File: config.mk
export PLATFORM = sky130hd
export DESIGN_NAME = cip_register_port
export DESIGN_NICKNAME = d
export VERILOG_FILES = /design/src/rtl/cip_pkg.sv /design/src/rtl/cip_pair_buffer.sv /design/src/rtl/cip_register_port.sv
export VERILOG_INCLUDE_DIRS = /design/src /design/src/rtl
export SDC_FILE = /design/constraint.sdc
export NUM_CORES = 1
export LEC_CHECK = 0
export BUFFER_PORTS_ARGS = -buffer_cell sky130_fd_sc_hd__buf_4
export CORE_MARGIN = 3
export CORE_UTILIZATION = 60
export CTS_CLUSTER_DIAMETER = 100
export DETAILED_ROUTE_END_ITERATION = 8
export HOLD_SLACK_MARGIN = 0.03
export PLACE_DENSITY = 0.8
export SYNTH_ARGS = -nofsm -noshare
export SYNTH_HDL_FRONTEND = slang
export SYNTH_SLANG_ARGS = --single-unit
File: constraint.sdc
create_clock -name i_mclk -period 2.89 [get_ports i_mclk]
set_input_delay 0.289 -clock i_mclk [delete_from_list [all_inputs] [get_ports i_mclk]]
set_output_delay 0.289 -clock i_mclk [all_outputs]
set_load 0.01 [all_outputs]
File: src/rtl/cip_defines.svh
// Offsets, field positions, reset values and codes of the charger serial port
`ifndef CIP_DEFINES_SVH
`define CIP_DEFINES_SVH

// =============================================================
// Bus addressing
`define CIP_TARGET_ADDR    7'h6B
`define CIP_LAST_REG       8'h0B
`define CIP_FAULT_REG      8'h09
`define CIP_SKIP_FROM      8'h08
`define CIP_AFTER_FAULT    8'h0A
`define CIP_PTR_MAX        8'hFF
`define CIP_BEYOND_VALUE   8'hFF
`define CIP_EMPTY_VALUE    8'h00
`define CIP_BYTE_BITS      4'h8
`define CIP_LAST_BIT       4'h7

// =============================================================
// Register offsets
`define CIP_OFS_INPUT_CTRL 8'h00
`define CIP_OFS_CHARGE_CTRL 8'h01

// =============================================================
// Reset values and watchdog restore masks
`define CIP_RST_INPUT_CTRL 8'h17
`define CIP_RST_CHARGE_CTRL 8'h1A
`define CIP_WD_MASK_INPUT  8'h80
`define CIP_WD_MASK_CHARGE 8'h70

// =============================================================
// Field positions
`define CIP_HIZ_BIT        7
`define CIP_PIN_SEL_HI     6
`define CIP_PIN_SEL_LO     5
`define CIP_ILIM_HI        4
`define CIP_PFM_BIT        7
`define CIP_KICK_BIT       6
`define CIP_BOOST_BIT      5
`define CIP_CHG_BIT        4
`define CIP_FLOOR_HI       3
`define CIP_FLOOR_LO       1
`define CIP_BATSEL_BIT     0
`define CIP_PIN_FLOAT_CODE 2'b11

`endif

File: src/rtl/cip_pkg.sv
// Types shared by the charger serial port files
package cip_pkg;

    typedef enum logic [2:0] {
        S_IDLE,
        S_ADDR,
        S_REG,
        S_WDATA,
        S_ACK,
        S_RDATA,
        S_MACK,
        S_IGNORE
    } cip_state_type;

endpackage

File: src/rtl/cip_pair_buffer.sv
// Two-entry buffer with valid and ready on both sides
`timescale 1ns/1ps

module cip_pair_buffer #(
    parameter int WIDTH = 16
) (
    // Clock and reset
    input  wire logic             i_mclk,
    input  wire logic             i_resetn,
    // Filling side
    input  wire logic             i_in_valid,
    output logic                  o_in_ready,
    input  wire logic [WIDTH-1:0] i_in_data,
    // Draining side
    output logic                  o_out_valid,
    input  wire logic             i_out_ready,
    output logic [WIDTH-1:0]      o_out_data
);
    import cip_pkg::*;

    logic [WIDTH-1:0] mem_ff [2];
    logic [WIDTH-1:0] nxt_mem [2];
    logic             wr_ptr_ff;
    logic             nxt_wr_ptr;
    logic             rd_ptr_ff;
    logic             nxt_rd_ptr;
    logic [1:0]       count_ff;
    logic [1:0]       nxt_count;
    logic             do_push;
    logic             do_pop;

    assign o_in_ready  = (count_ff != 2'h2);
    assign o_out_valid = (count_ff != 2'h0);
    assign o_out_data  = mem_ff[rd_ptr_ff];

    // =========================================================
    // Next state
    always_comb begin
        do_push    = i_in_valid & o_in_ready;
        do_pop     = o_out_valid & i_out_ready;
        nxt_mem    = mem_ff;
        nxt_wr_ptr = wr_ptr_ff;
        nxt_rd_ptr = rd_ptr_ff;
        nxt_count  = count_ff;
        if (do_push) begin
            nxt_mem[wr_ptr_ff] = i_in_data;
            nxt_wr_ptr         = ~wr_ptr_ff;
        end
        if (do_pop) begin
            nxt_rd_ptr = ~rd_ptr_ff;
        end
        if (do_push && !do_pop) begin
            nxt_count = count_ff + 2'h1;
        end else if (do_pop && !do_push) begin
            nxt_count = count_ff - 2'h1;
        end
    end

    // =========================================================
    // Registers
    always_ff @(posedge i_mclk or negedge i_resetn) begin
        if (!i_resetn) begin
            mem_ff[0] <= '0;
            mem_ff[1] <= '0;
            wr_ptr_ff <= 1'b0;
            rd_ptr_ff <= 1'b0;
            count_ff  <= 2'h0;
        end else begin
            mem_ff    <= nxt_mem;
            wr_ptr_ff <= nxt_wr_ptr;
            rd_ptr_ff <= nxt_rd_ptr;
            count_ff  <= nxt_count;
        end
    end

endmodule

File: src/rtl/cip_register_port.sv
// Serial target port of the charger with its two control registers
//
// Notes on behaviour
// - Start: data falls, clock high; bus busy
// - Stop: data rises, clock high; back idle
// - Bytes are eight bits, MSB first, acked
// - Port may hold clock low to stall
// - Receiver pulls data low during ack clock
// - First byte: seven-bit address plus direction
// - Undefined register address gets NACK, ignored until the next start or stop
// - Bursts run over consecutive registers
// - Fault register holds faults until read
// - Thermistor fault field always shows present state
// - Fault register skipped by bursts
// - Input limit: binary weighted, 100 mA offset
// - Source detection overwrites input limit field
// - Pin select: 00 drives, 11 floats
// - Watchdog kick bit clears itself
// - Boost enable overrides charge enable
// - Charge needs pin low and bit set
// - Floor voltage field, reset code 101
// - Bit 0 picks boost battery threshold
// - Answers at target address 6B hex
// - Reads beyond last register return FF
`timescale 1ns/1ps
`include "cip_defines.svh"

module cip_register_port (
    // Clock and reset
    input  wire logic       i_mclk,
    input  wire logic       i_resetn,
    // Serial bus pins
    input  wire logic       i_scl,
    input  wire logic       i_sda,
    output logic            o_scl_out,
    output logic            o_scl_oe,
    output logic            o_sda_out,
    output logic            o_sda_oe,
    output logic            o_bus_busy,
    // Charger events and conditions
    input  wire logic       i_charge_enable_n,
    input  wire logic       i_register_reset,
    input  wire logic       i_watchdog_expired,
    input  wire logic       i_detect_done,
    input  wire logic [4:0] i_detect_limit,
    input  wire logic [4:0] i_fault_events,
    input  wire logic [2:0] i_thermistor_fault,
    // Control fields
    output logic            o_high_impedance_enable,
    output logic [1:0]      o_indicator_pin_select,
    output logic            o_indicator_pin_float,
    output logic [4:0]      o_input_current_limit,
    output logic            o_pulse_freq_mode_disable,
    output logic            o_watchdog_kick,
    output logic            o_boost_output_enable,
    output logic            o_charge_active,
    output logic [2:0]      o_system_floor_voltage,
    output logic            o_boost_battery_threshold_sel
);
    import cip_pkg::*;

    // =========================================================
    // Pin synchronisers
    logic [2:0] pin_raw;
    logic [2:0] meta_ff;
    logic [2:0] sync_ff;
    logic       scl_s;
    logic       sda_s;
    logic       ce_n_s;
    logic       scl_prev_ff;
    logic       sda_prev_ff;

    assign pin_raw = {i_charge_enable_n, i_sda, i_scl};

    for (genvar g = 0; g < 3; g++) begin : g_sync
        always_ff @(posedge i_mclk or negedge i_resetn) begin
            if (!i_resetn) begin
                meta_ff[g] <= 1'b1;
                sync_ff[g] <= 1'b1;
            end else begin
                meta_ff[g] <= pin_raw[g];
                sync_ff[g] <= meta_ff[g];
            end
        end
    end

    assign scl_s  = sync_ff[0];
    assign sda_s  = sync_ff[1];
    assign ce_n_s = sync_ff[2];

    always_ff @(posedge i_mclk or negedge i_resetn) begin
        if (!i_resetn) begin
            scl_prev_ff <= 1'b1;
            sda_prev_ff <= 1'b1;
        end else begin
            scl_prev_ff <= scl_s;
            sda_prev_ff <= sda_s;
        end
    end

    logic scl_rise;
    logic scl_fall;
    logic start_seen;
    logic stop_seen;

    assign scl_rise   = scl_s & ~scl_prev_ff;
    assign scl_fall   = ~scl_s & scl_prev_ff;
    assign start_seen = scl_s & scl_prev_ff & sda_prev_ff & ~sda_s;
    assign stop_seen  = scl_s & scl_prev_ff & ~sda_prev_ff & sda_s;

    // =========================================================
    // Write buffer between bus and register file
    logic        buf_in_valid;
    logic        buf_in_ready;
    logic        buf_out_valid;
    logic        buf_out_ready;
    logic [15:0] buf_out_data;
    logic [7:0]  ptr_ff;
    logic [7:0]  shift_ff;

    assign buf_out_ready = ~i_detect_done;

    cip_pair_buffer #(
        .WIDTH (16)
    ) u_wbuf (
        .i_mclk      (i_mclk),
        .i_resetn    (i_resetn),
        .i_in_valid  (buf_in_valid),
        .o_in_ready  (buf_in_ready),
        .i_in_data   ({ptr_ff, shift_ff}),
        .o_out_valid (buf_out_valid),
        .i_out_ready (buf_out_ready),
        .o_out_data  (buf_out_data)
    );

    // =========================================================
    // Bus state machine
    cip_state_type state_ff;
    cip_state_type nxt_state;
    cip_state_type ack_next_ff;
    cip_state_type nxt_ack_next;
    logic [3:0]    cnt_ff;
    logic [3:0]    nxt_cnt;
    logic [7:0]    nxt_shift;
    logic [7:0]    tx_ff;
    logic [7:0]    nxt_tx;
    logic [7:0]    nxt_ptr;
    logic [7:0]    next_ptr;
    logic [7:0]    rd_byte;
    logic          sda_oe_ff;
    logic          nxt_sda_oe;
    logic          scl_oe_ff;
    logic          nxt_scl_oe;
    logic          wr_pend_ff;
    logic          nxt_wr_pend;
    logic          mack_ff;
    logic          nxt_mack;
    logic          busy_ff;
    logic          nxt_busy;
    logic          do_load;
    logic          fault_read;
    logic [7:0]    reg0_ff;
    logic [7:0]    reg1_ff;
    logic [4:0]    fault_latch_ff;

    // Bursts step over the fault register and stop at the top
    always_comb begin
        if (ptr_ff == `CIP_SKIP_FROM || ptr_ff == `CIP_FAULT_REG) begin
            next_ptr = `CIP_AFTER_FAULT;
        end else if (ptr_ff == `CIP_PTR_MAX) begin
            next_ptr = `CIP_PTR_MAX;
        end else begin
            next_ptr = ptr_ff + 8'h01;
        end
        if (ptr_ff == `CIP_OFS_INPUT_CTRL) begin
            rd_byte = reg0_ff;
        end else if (ptr_ff == `CIP_OFS_CHARGE_CTRL) begin
            rd_byte = reg1_ff;
        end else if (ptr_ff == `CIP_FAULT_REG) begin
            rd_byte = {fault_latch_ff, i_thermistor_fault};
        end else if (ptr_ff > `CIP_LAST_REG) begin
            rd_byte = `CIP_BEYOND_VALUE;
        end else begin
            rd_byte = `CIP_EMPTY_VALUE;
        end
    end

    always_comb begin
        nxt_state    = state_ff;
        nxt_ack_next = ack_next_ff;
        nxt_cnt      = cnt_ff;
        nxt_shift    = shift_ff;
        nxt_tx       = tx_ff;
        nxt_ptr      = ptr_ff;
        nxt_sda_oe   = sda_oe_ff;
        nxt_scl_oe   = 1'b0;
        nxt_wr_pend  = wr_pend_ff;
        nxt_mack     = mack_ff;
        nxt_busy     = busy_ff;
        buf_in_valid = 1'b0;
        do_load      = 1'b0;
        if (stop_seen) begin
            nxt_state   = S_IDLE;
            nxt_sda_oe  = 1'b0;
            nxt_wr_pend = 1'b0;
            nxt_busy    = 1'b0;
        end else if (start_seen) begin
            nxt_state   = S_ADDR;
            nxt_cnt     = 4'h0;
            nxt_sda_oe  = 1'b0;
            nxt_wr_pend = 1'b0;
            nxt_busy    = 1'b1;
        end else begin
            unique case (state_ff)
                S_IDLE, S_IGNORE: begin
                    nxt_sda_oe = 1'b0;
                end
                S_ADDR, S_REG, S_WDATA: begin
                    if (wr_pend_ff) begin
                        buf_in_valid = 1'b1;
                        if (buf_in_ready) begin
                            // Keep the clock low one more cycle so the ack settles first
                            nxt_scl_oe   = 1'b1;
                            nxt_wr_pend  = 1'b0;
                            nxt_sda_oe   = 1'b1;
                            nxt_ptr      = next_ptr;
                            nxt_ack_next = S_WDATA;
                            nxt_state    = S_ACK;
                        end else begin
                            nxt_scl_oe = 1'b1;
                        end
                    end else if (scl_rise && cnt_ff != `CIP_BYTE_BITS) begin
                        nxt_shift = {shift_ff[6:0], sda_s};
                        nxt_cnt   = cnt_ff + 4'h1;
                    end else if (scl_fall && cnt_ff == `CIP_BYTE_BITS) begin
                        if (state_ff == S_ADDR) begin
                            if (shift_ff[7:1] == `CIP_TARGET_ADDR) begin
                                nxt_sda_oe   = 1'b1;
                                nxt_state    = S_ACK;
                                nxt_ack_next = shift_ff[0] ? S_RDATA : S_REG;
                            end else begin
                                nxt_state = S_IGNORE;
                            end
                        end else if (state_ff == S_REG) begin
                            if (shift_ff <= `CIP_LAST_REG) begin
                                nxt_ptr      = shift_ff;
                                nxt_sda_oe   = 1'b1;
                                nxt_state    = S_ACK;
                                nxt_ack_next = S_WDATA;
                            end else begin
                                nxt_state = S_IGNORE;
                            end
                        end else begin
                            nxt_wr_pend = 1'b1;
                            nxt_scl_oe  = 1'b1;
                        end
                    end
                end
                S_ACK: begin
                    if (scl_fall) begin
                        nxt_cnt    = 4'h0;
                        nxt_shift  = 8'h00;
                        nxt_sda_oe = 1'b0;
                        nxt_state  = ack_next_ff;
                        do_load    = (ack_next_ff == S_RDATA);
                    end
                end
                S_RDATA: begin
                    if (scl_fall) begin
                        nxt_cnt = cnt_ff + 4'h1;
                        if (cnt_ff == `CIP_LAST_BIT) begin
                            nxt_sda_oe = 1'b0;
                            nxt_state  = S_MACK;
                        end else begin
                            nxt_tx     = {tx_ff[6:0], 1'b0};
                            nxt_sda_oe = ~tx_ff[6];
                        end
                    end
                end
                S_MACK: begin
                    if (scl_rise) begin
                        nxt_mack = ~sda_s;
                    end
                    if (scl_fall) begin
                        if (mack_ff) begin
                            nxt_state = S_RDATA;
                            nxt_cnt   = 4'h0;
                            do_load   = 1'b1;
                        end else begin
                            nxt_state = S_IGNORE;
                        end
                    end
                end
            endcase
        end
        if (do_load) begin
            nxt_tx     = rd_byte;
            nxt_sda_oe = ~rd_byte[7];
            nxt_ptr    = next_ptr;
        end
    end

    assign fault_read = do_load & (ptr_ff == `CIP_FAULT_REG);

    always_ff @(posedge i_mclk or negedge i_resetn) begin
        if (!i_resetn) begin
            state_ff    <= S_IDLE;
            ack_next_ff <= S_IDLE;
            cnt_ff      <= 4'h0;
            shift_ff    <= 8'h00;
            tx_ff       <= 8'h00;
            ptr_ff      <= 8'h00;
            sda_oe_ff   <= 1'b0;
            scl_oe_ff   <= 1'b0;
            wr_pend_ff  <= 1'b0;
            mack_ff     <= 1'b0;
            busy_ff     <= 1'b0;
        end else begin
            state_ff    <= nxt_state;
            ack_next_ff <= nxt_ack_next;
            cnt_ff      <= nxt_cnt;
            shift_ff    <= nxt_shift;
            tx_ff       <= nxt_tx;
            ptr_ff      <= nxt_ptr;
            sda_oe_ff   <= nxt_sda_oe;
            scl_oe_ff   <= nxt_scl_oe;
            wr_pend_ff  <= nxt_wr_pend;
            mack_ff     <= nxt_mack;
            busy_ff     <= nxt_busy;
        end
    end

    // Open-drain pins only ever pull low
    assign o_scl_out  = 1'b0;
    assign o_sda_out  = 1'b0;
    assign o_scl_oe   = scl_oe_ff;
    assign o_sda_oe   = sda_oe_ff;
    assign o_bus_busy = busy_ff;

    // =========================================================
    // Register file
    logic [7:0] nxt_reg0;
    logic [7:0] nxt_reg1;
    logic [4:0] nxt_fault_latch;
    logic       kick_ff;
    logic       nxt_kick;
    logic       charge_ff;
    logic       nxt_charge;
    logic       float_ff;
    logic       nxt_float;

    always_comb begin
        nxt_reg0 = reg0_ff;
        nxt_reg1 = reg1_ff;
        nxt_kick = 1'b0;
        // Reading shows the latch, then reloads it with present faults
        nxt_fault_latch = fault_read ? i_fault_events
                                     : (fault_latch_ff | i_fault_events);
        if (i_register_reset) begin
            nxt_reg0 = `CIP_RST_INPUT_CTRL;
            nxt_reg1 = `CIP_RST_CHARGE_CTRL;
        end else if (i_watchdog_expired) begin
            nxt_reg0 = (reg0_ff & ~`CIP_WD_MASK_INPUT)
                     | (`CIP_RST_INPUT_CTRL & `CIP_WD_MASK_INPUT);
            nxt_reg1 = (reg1_ff & ~`CIP_WD_MASK_CHARGE)
                     | (`CIP_RST_CHARGE_CTRL & `CIP_WD_MASK_CHARGE);
        end else if (buf_out_valid && buf_out_ready) begin
            if (buf_out_data[15:8] == `CIP_OFS_INPUT_CTRL) begin
                nxt_reg0 = buf_out_data[7:0];
            end else if (buf_out_data[15:8] == `CIP_OFS_CHARGE_CTRL) begin
                nxt_reg1 = buf_out_data[7:0];
                nxt_reg1[`CIP_KICK_BIT] = 1'b0;
                nxt_kick = buf_out_data[`CIP_KICK_BIT];
            end
        end else if (i_detect_done) begin
            nxt_reg0[`CIP_ILIM_HI:0] = i_detect_limit;
        end
        nxt_charge = nxt_reg1[`CIP_CHG_BIT] & ~ce_n_s
                   & ~nxt_reg1[`CIP_BOOST_BIT];
        nxt_float  = (nxt_reg0[`CIP_PIN_SEL_HI:`CIP_PIN_SEL_LO] == `CIP_PIN_FLOAT_CODE);
    end

    always_ff @(posedge i_mclk or negedge i_resetn) begin
        if (!i_resetn) begin
            reg0_ff        <= `CIP_RST_INPUT_CTRL;
            reg1_ff        <= `CIP_RST_CHARGE_CTRL;
            fault_latch_ff <= 5'h00;
            kick_ff        <= 1'b0;
            charge_ff      <= 1'b0;
            float_ff       <= 1'b0;
        end else begin
            reg0_ff        <= nxt_reg0;
            reg1_ff        <= nxt_reg1;
            fault_latch_ff <= nxt_fault_latch;
            kick_ff        <= nxt_kick;
            charge_ff      <= nxt_charge;
            float_ff       <= nxt_float;
        end
    end

    assign o_high_impedance_enable       = reg0_ff[`CIP_HIZ_BIT];
    assign o_indicator_pin_select        = reg0_ff[`CIP_PIN_SEL_HI:`CIP_PIN_SEL_LO];
    assign o_indicator_pin_float         = float_ff;
    assign o_input_current_limit         = reg0_ff[`CIP_ILIM_HI:0];
    assign o_pulse_freq_mode_disable     = reg1_ff[`CIP_PFM_BIT];
    assign o_watchdog_kick               = kick_ff;
    assign o_boost_output_enable         = reg1_ff[`CIP_BOOST_BIT];
    assign o_charge_active               = charge_ff;
    assign o_system_floor_voltage        = reg1_ff[`CIP_FLOOR_HI:`CIP_FLOOR_LO];
    assign o_boost_battery_threshold_sel = reg1_ff[`CIP_BATSEL_BIT];

    // =========================================================
    // Assertions
    a_stop_to_idle: assert property (@(posedge i_mclk) disable iff (!i_resetn)
        stop_seen |=> (state_ff == S_IDLE) && !o_bus_busy && !o_sda_oe)
        else $error("stop did not return port to idle");

    a_start_busy: assert property (@(posedge i_mclk) disable iff (!i_resetn)
        (start_seen && !stop_seen) |=> (state_ff == S_ADDR) && o_bus_busy)
        else $error("start did not mark bus busy");

    a_nack_undef: assert property (@(posedge i_mclk) disable iff (!i_resetn)
        (state_ff == S_REG && scl_fall && cnt_ff == 4'h8 && shift_ff > 8'h0B
         && !start_seen && !stop_seen) |=> (state_ff == S_IGNORE) && !o_sda_oe)
        else $error("undefined register address was acknowledged");

    a_boost_override: assert property (@(posedge i_mclk) disable iff (!i_resetn)
        o_boost_output_enable |-> !o_charge_active)
        else $error("charging while boost enabled");

    a_kick_selfclear: assert property (@(posedge i_mclk) disable iff (!i_resetn)
        o_watchdog_kick |=> !o_watchdog_kick && !reg1_ff[6])
        else $error("watchdog kick did not clear");

    a_reg_reset: assert property (@(posedge i_mclk) disable iff (!i_resetn)
        i_register_reset |=> (reg0_ff == 8'h17) && (reg1_ff == 8'h1A))
        else $error("register reset did not restore defaults");

    a_read_beyond: assert property (@(posedge i_mclk) disable iff (!i_resetn)
        (do_load && ptr_ff > 8'h0B && !start_seen && !stop_seen)
        |=> (tx_ff == 8'hFF) && !o_sda_oe)
        else $error("read beyond last register not FF");

    a_stretch_hold: assert property (@(posedge i_mclk) disable iff (!i_resetn)
        (wr_pend_ff && !buf_in_ready && !start_seen && !stop_seen) |=> o_scl_oe)
        else $error("clock not held while buffer full");

    a_ack_drive: assert property (@(posedge i_mclk) disable iff (!i_resetn)
        (state_ff == S_ACK) |-> o_sda_oe)
        else $error("data line released during acknowledge");

    a_fault_hold: assert property (@(posedge i_mclk) disable iff (!i_resetn)
        (i_fault_events != 5'h00)
        |=> ((fault_latch_ff & $past(i_fault_events)) == $past(i_fault_events)))
        else $error("fault event not latched");

endmodule

==> flow_metrics.py <==
metrics = {
    "sta": {
        "setup_viol": 0,
        "worst_pin_slew_ns": 0.752,
        "whs_ns": 0.0893,
        "relSlewSlack_pct": 49.6,
        "finalCriticalPeriod_ns": 2.54,
        "hold_viol": 0,
        "fin_setup_tns_ns": 0,
        "slew_viol_final": 0,
        "rsz0062_at_grt": "false",
        "fmax_mhz": 394,
        "skew_ns": 0.0183,
        "period_share_pct": 87.7,
    },
    "die": {
        "core_area_mm2": 0.00881,
        "fp.dieArea_mm2": 0.0103,
        "start_util_pct": 62.1,
        "fp.dieW_um": 101,
        "ios": 43,
        "row_count": 34,
        "dieHeight_um": 101,
    },
    "clock_tree": {
        "root_buffer": "clkbuf_8",
        "htree_levels": 3,
        "insertion_delay_ns": 0.38,
        "clock-sinks": 105,
        "cts_tree": "built",
        "cts_buffers": 9,
        "ctsResizeCount": 0,
        "clock_path_buffers": 2,
        "clk_pin_slew_ns": 0.11,
        "cts_setup_buffers": 0,
        "hold_buffers": 4,
    },
    "critical_path": {
        "cp.arrival_ns": 2.80,
        "worstPathRequired_ns": 3.16,
        "criticalPathCategory": "reg -> reg",
        "crit_path_end_kind": "flip-flop",
        "path_max_fanout": 8,
        "startpoint_type": "flip-flop",
    },
    "logic_synthesis": {
        "yosysMostFrequentCell": "dfrtp_1",
        "synthAdderAreaFrac_pct": 1.37,
        "synth_top_family_by_area": "compound AO/OA/AOI/OAI gates",
        "netlist.area_leader.share_pct": 41.2,
        "synth_area_leader_cell": "dfrtp_1",
        "synth_xor_area_share_pct": 1.12,
        "synth_cell_types": 64,
        "synthArstFlopShare_pct": 100,
        "synth-simple-area-share_pct": 16.5,
        "synth_common_cells": "dfrtp_1, nand2_1, mux2_2",
        "synth.mux.area_fraction_pct": 11.6,
        "synthTopCellsByArea": "dfrtp_1, mux2_2, dfstp_2, nand2_1, mux2i_1",
        "yosysWarnings": 0,
        "synth_seq_cells": 105,
        "synthFlopType": "dfrtp_1",
        "synthCells": 531,
        "synth_area_per_cell_um2": 10.3,
        "netlist_area_mm2": 0.00547,
        "synth_edf_count": 0,
        "synth_compound_area_share_pct": 17.3,
        "ys_seq_area_share_pct": 48.4,
    },
    "routing": {
        "first_pass_iters": 5,
        "vias": 4424,
        "dr.first_iter.drc_count": 308,
        "wl_per_cell_um": 19.5,
        "ant_nets": 0,
        "totalWireLength_um": 13400,
        "drc_errors": 0,
        "viasPerCell": 6.44,
    },
    "finish": {
        "syn2layout_area_growth_pct": 12.9,
        "multiInputGateArea_mm2": 0.00263,
        "final-seq-area_mm2": 0.00265,
        "antennaDiodeCount": 0,
        "drive_gt1_share_pct": 23.8,
        "final_cells": 687,
        "fin_nets": 601,
        "post-route-util_pct": 70.1,
        "n_fill_cell": 657,
    },
    "power_and_ir_drop": {
        "p_per_area_mw_per_mm2": 845,
        "irDropWorstVdd_mv": 0.539,
        "p_leak_nw": 2.72,
        "totalPowerFinal_mw": 5.21,
    },
    "grt": {
        "grt_pass1_vias": 4138,
        "grtUsageTotal_pct": 26.9,
        "antenna_found_initial": 0,
        "grt_pass1_wl_um": 21600,
        "grt-ovfl-total": 0,
        "grt_max_degree": 106,
    },
    "outcome": {
        "status": "completed",
    },
    "place": {
        "dp_cells": 667,
        "globalplace.congestion": 1.01,
        "port_buffers": 40,
        "hpwl_um": 9450,
    },
    "job": {
        "cap_violations": 0,
    },
    "min_path": {
        "hp-class": "in -> reg",
    },
}
==> layout by cell type (no fill, tap or decap), drive strengths merged, types with 9 or more instances in the layout <==
master  netlist  layout
nor4          9       9
a21oi        26      26
a211oi        9       9
nor3         10      10
buf           8      55
inv          17      21
clkbuf       20       9
nor2         38      38
dfstp        15      15
nand3        16      16
dfrtp        90      90
nand2b       13      13
nand2        60      60
mux2i        16      16
o21ai        24      24
mux2         42      42
==> critical path, stage by stage (launching register included) <==
cell and delay [ns]:
dfstp_2 0.59, nor2b_1 0.31, nand3_1 0.23, o31a_1 0.32
o21ai_1 0.58, mux2_2 0.41
==> sequential cells by signal, summed over array words and instances, names as in the netlist, 4 cells and up <==
name            cells
u_wbuf.mem_ff      32
ptr_ff              8
reg0_ff             8
shift_ff            8
reg1_ff             7
tx_ff               7
fault_latch_ff      5
cnt_ff              4
==> worst paths after layout <==
kind / start / endpoint / slack, ns / depth (start not counted)
worst max-delay path: scl_prev_ff$_DFF_PN1_ / ptr_ff[1]$_DFFE_PN0P_ / 0.35 / 5
worst min-delay path: i_fault_events[3] / fault_latch_ff[3]$_DFF_PN0_ / 0.09 / 2
worst max register to register: scl_prev_ff$_DFF_PN1_ / ptr_ff[1]$_DFFE_PN0P_ / 0.35 / 5
worst min register to register: meta_ff[1]$_DFF_PN1_ / sda_s$_DFF_PN1_ / 0.36 / 0
max in group asynchronous: i_resetn / ce_n_s$_DFF_PN1_ / 1.96 / 3
min in group asynchronous: i_resetn / cnt_ff[0]$_DFFE_PN0P_ / 0.51 / 3
==> cells by family (layout without fill, tap and decap cells) <==
family	after synthesis	count (layout)
simple gates	177	177
compound gates	132	132
flops	105	105
mux	58	58
buf+inv	45	92
xor+xnor	7	7
fa+ha+maj	6	6
other cells	1	2
==> final cells by class <==
type                    instances  share of cell area (%)
multi-input cells             382                    42.5
inverters                      17                    1.03
flip-flops and latches        105                    42.9
well taps                     108                    2.19
clock inverters                 7                    1.82
repair buffers                 59                    7.54
clock buffers                   9                    2.01
==> stage by stage <==
step	setup slack [ns]	instance area, µm²
3_3_place_gp	0.492	5900
5_1_grt	0.230	6170
4_1_cts	0.403	6170
2_1_floorplan	0.620	5470
3_5_place_dp	0.435	5900
6_report	0.354	6170
==> layer usage <==
metal  routed length [µm]  up-vias  share of wire (%)  track usage [%]
met5                    0        -                  0                0
li1                     -     2036                  -                -
met2                 6490      183                 48             41.6
met3                  861       20                6.4             5.92
met1                 5840     2185                 44             39.2
met4                  192        0                1.4             6.03
==> where the power goes <==
part / switching, mW / internal (mW)
combinational: 1.14 / 0.851
sequential: 0.412 / 1.78
clock: 0.589 / 0.445
Note: power is estimated with default switching activity, not from simulation.
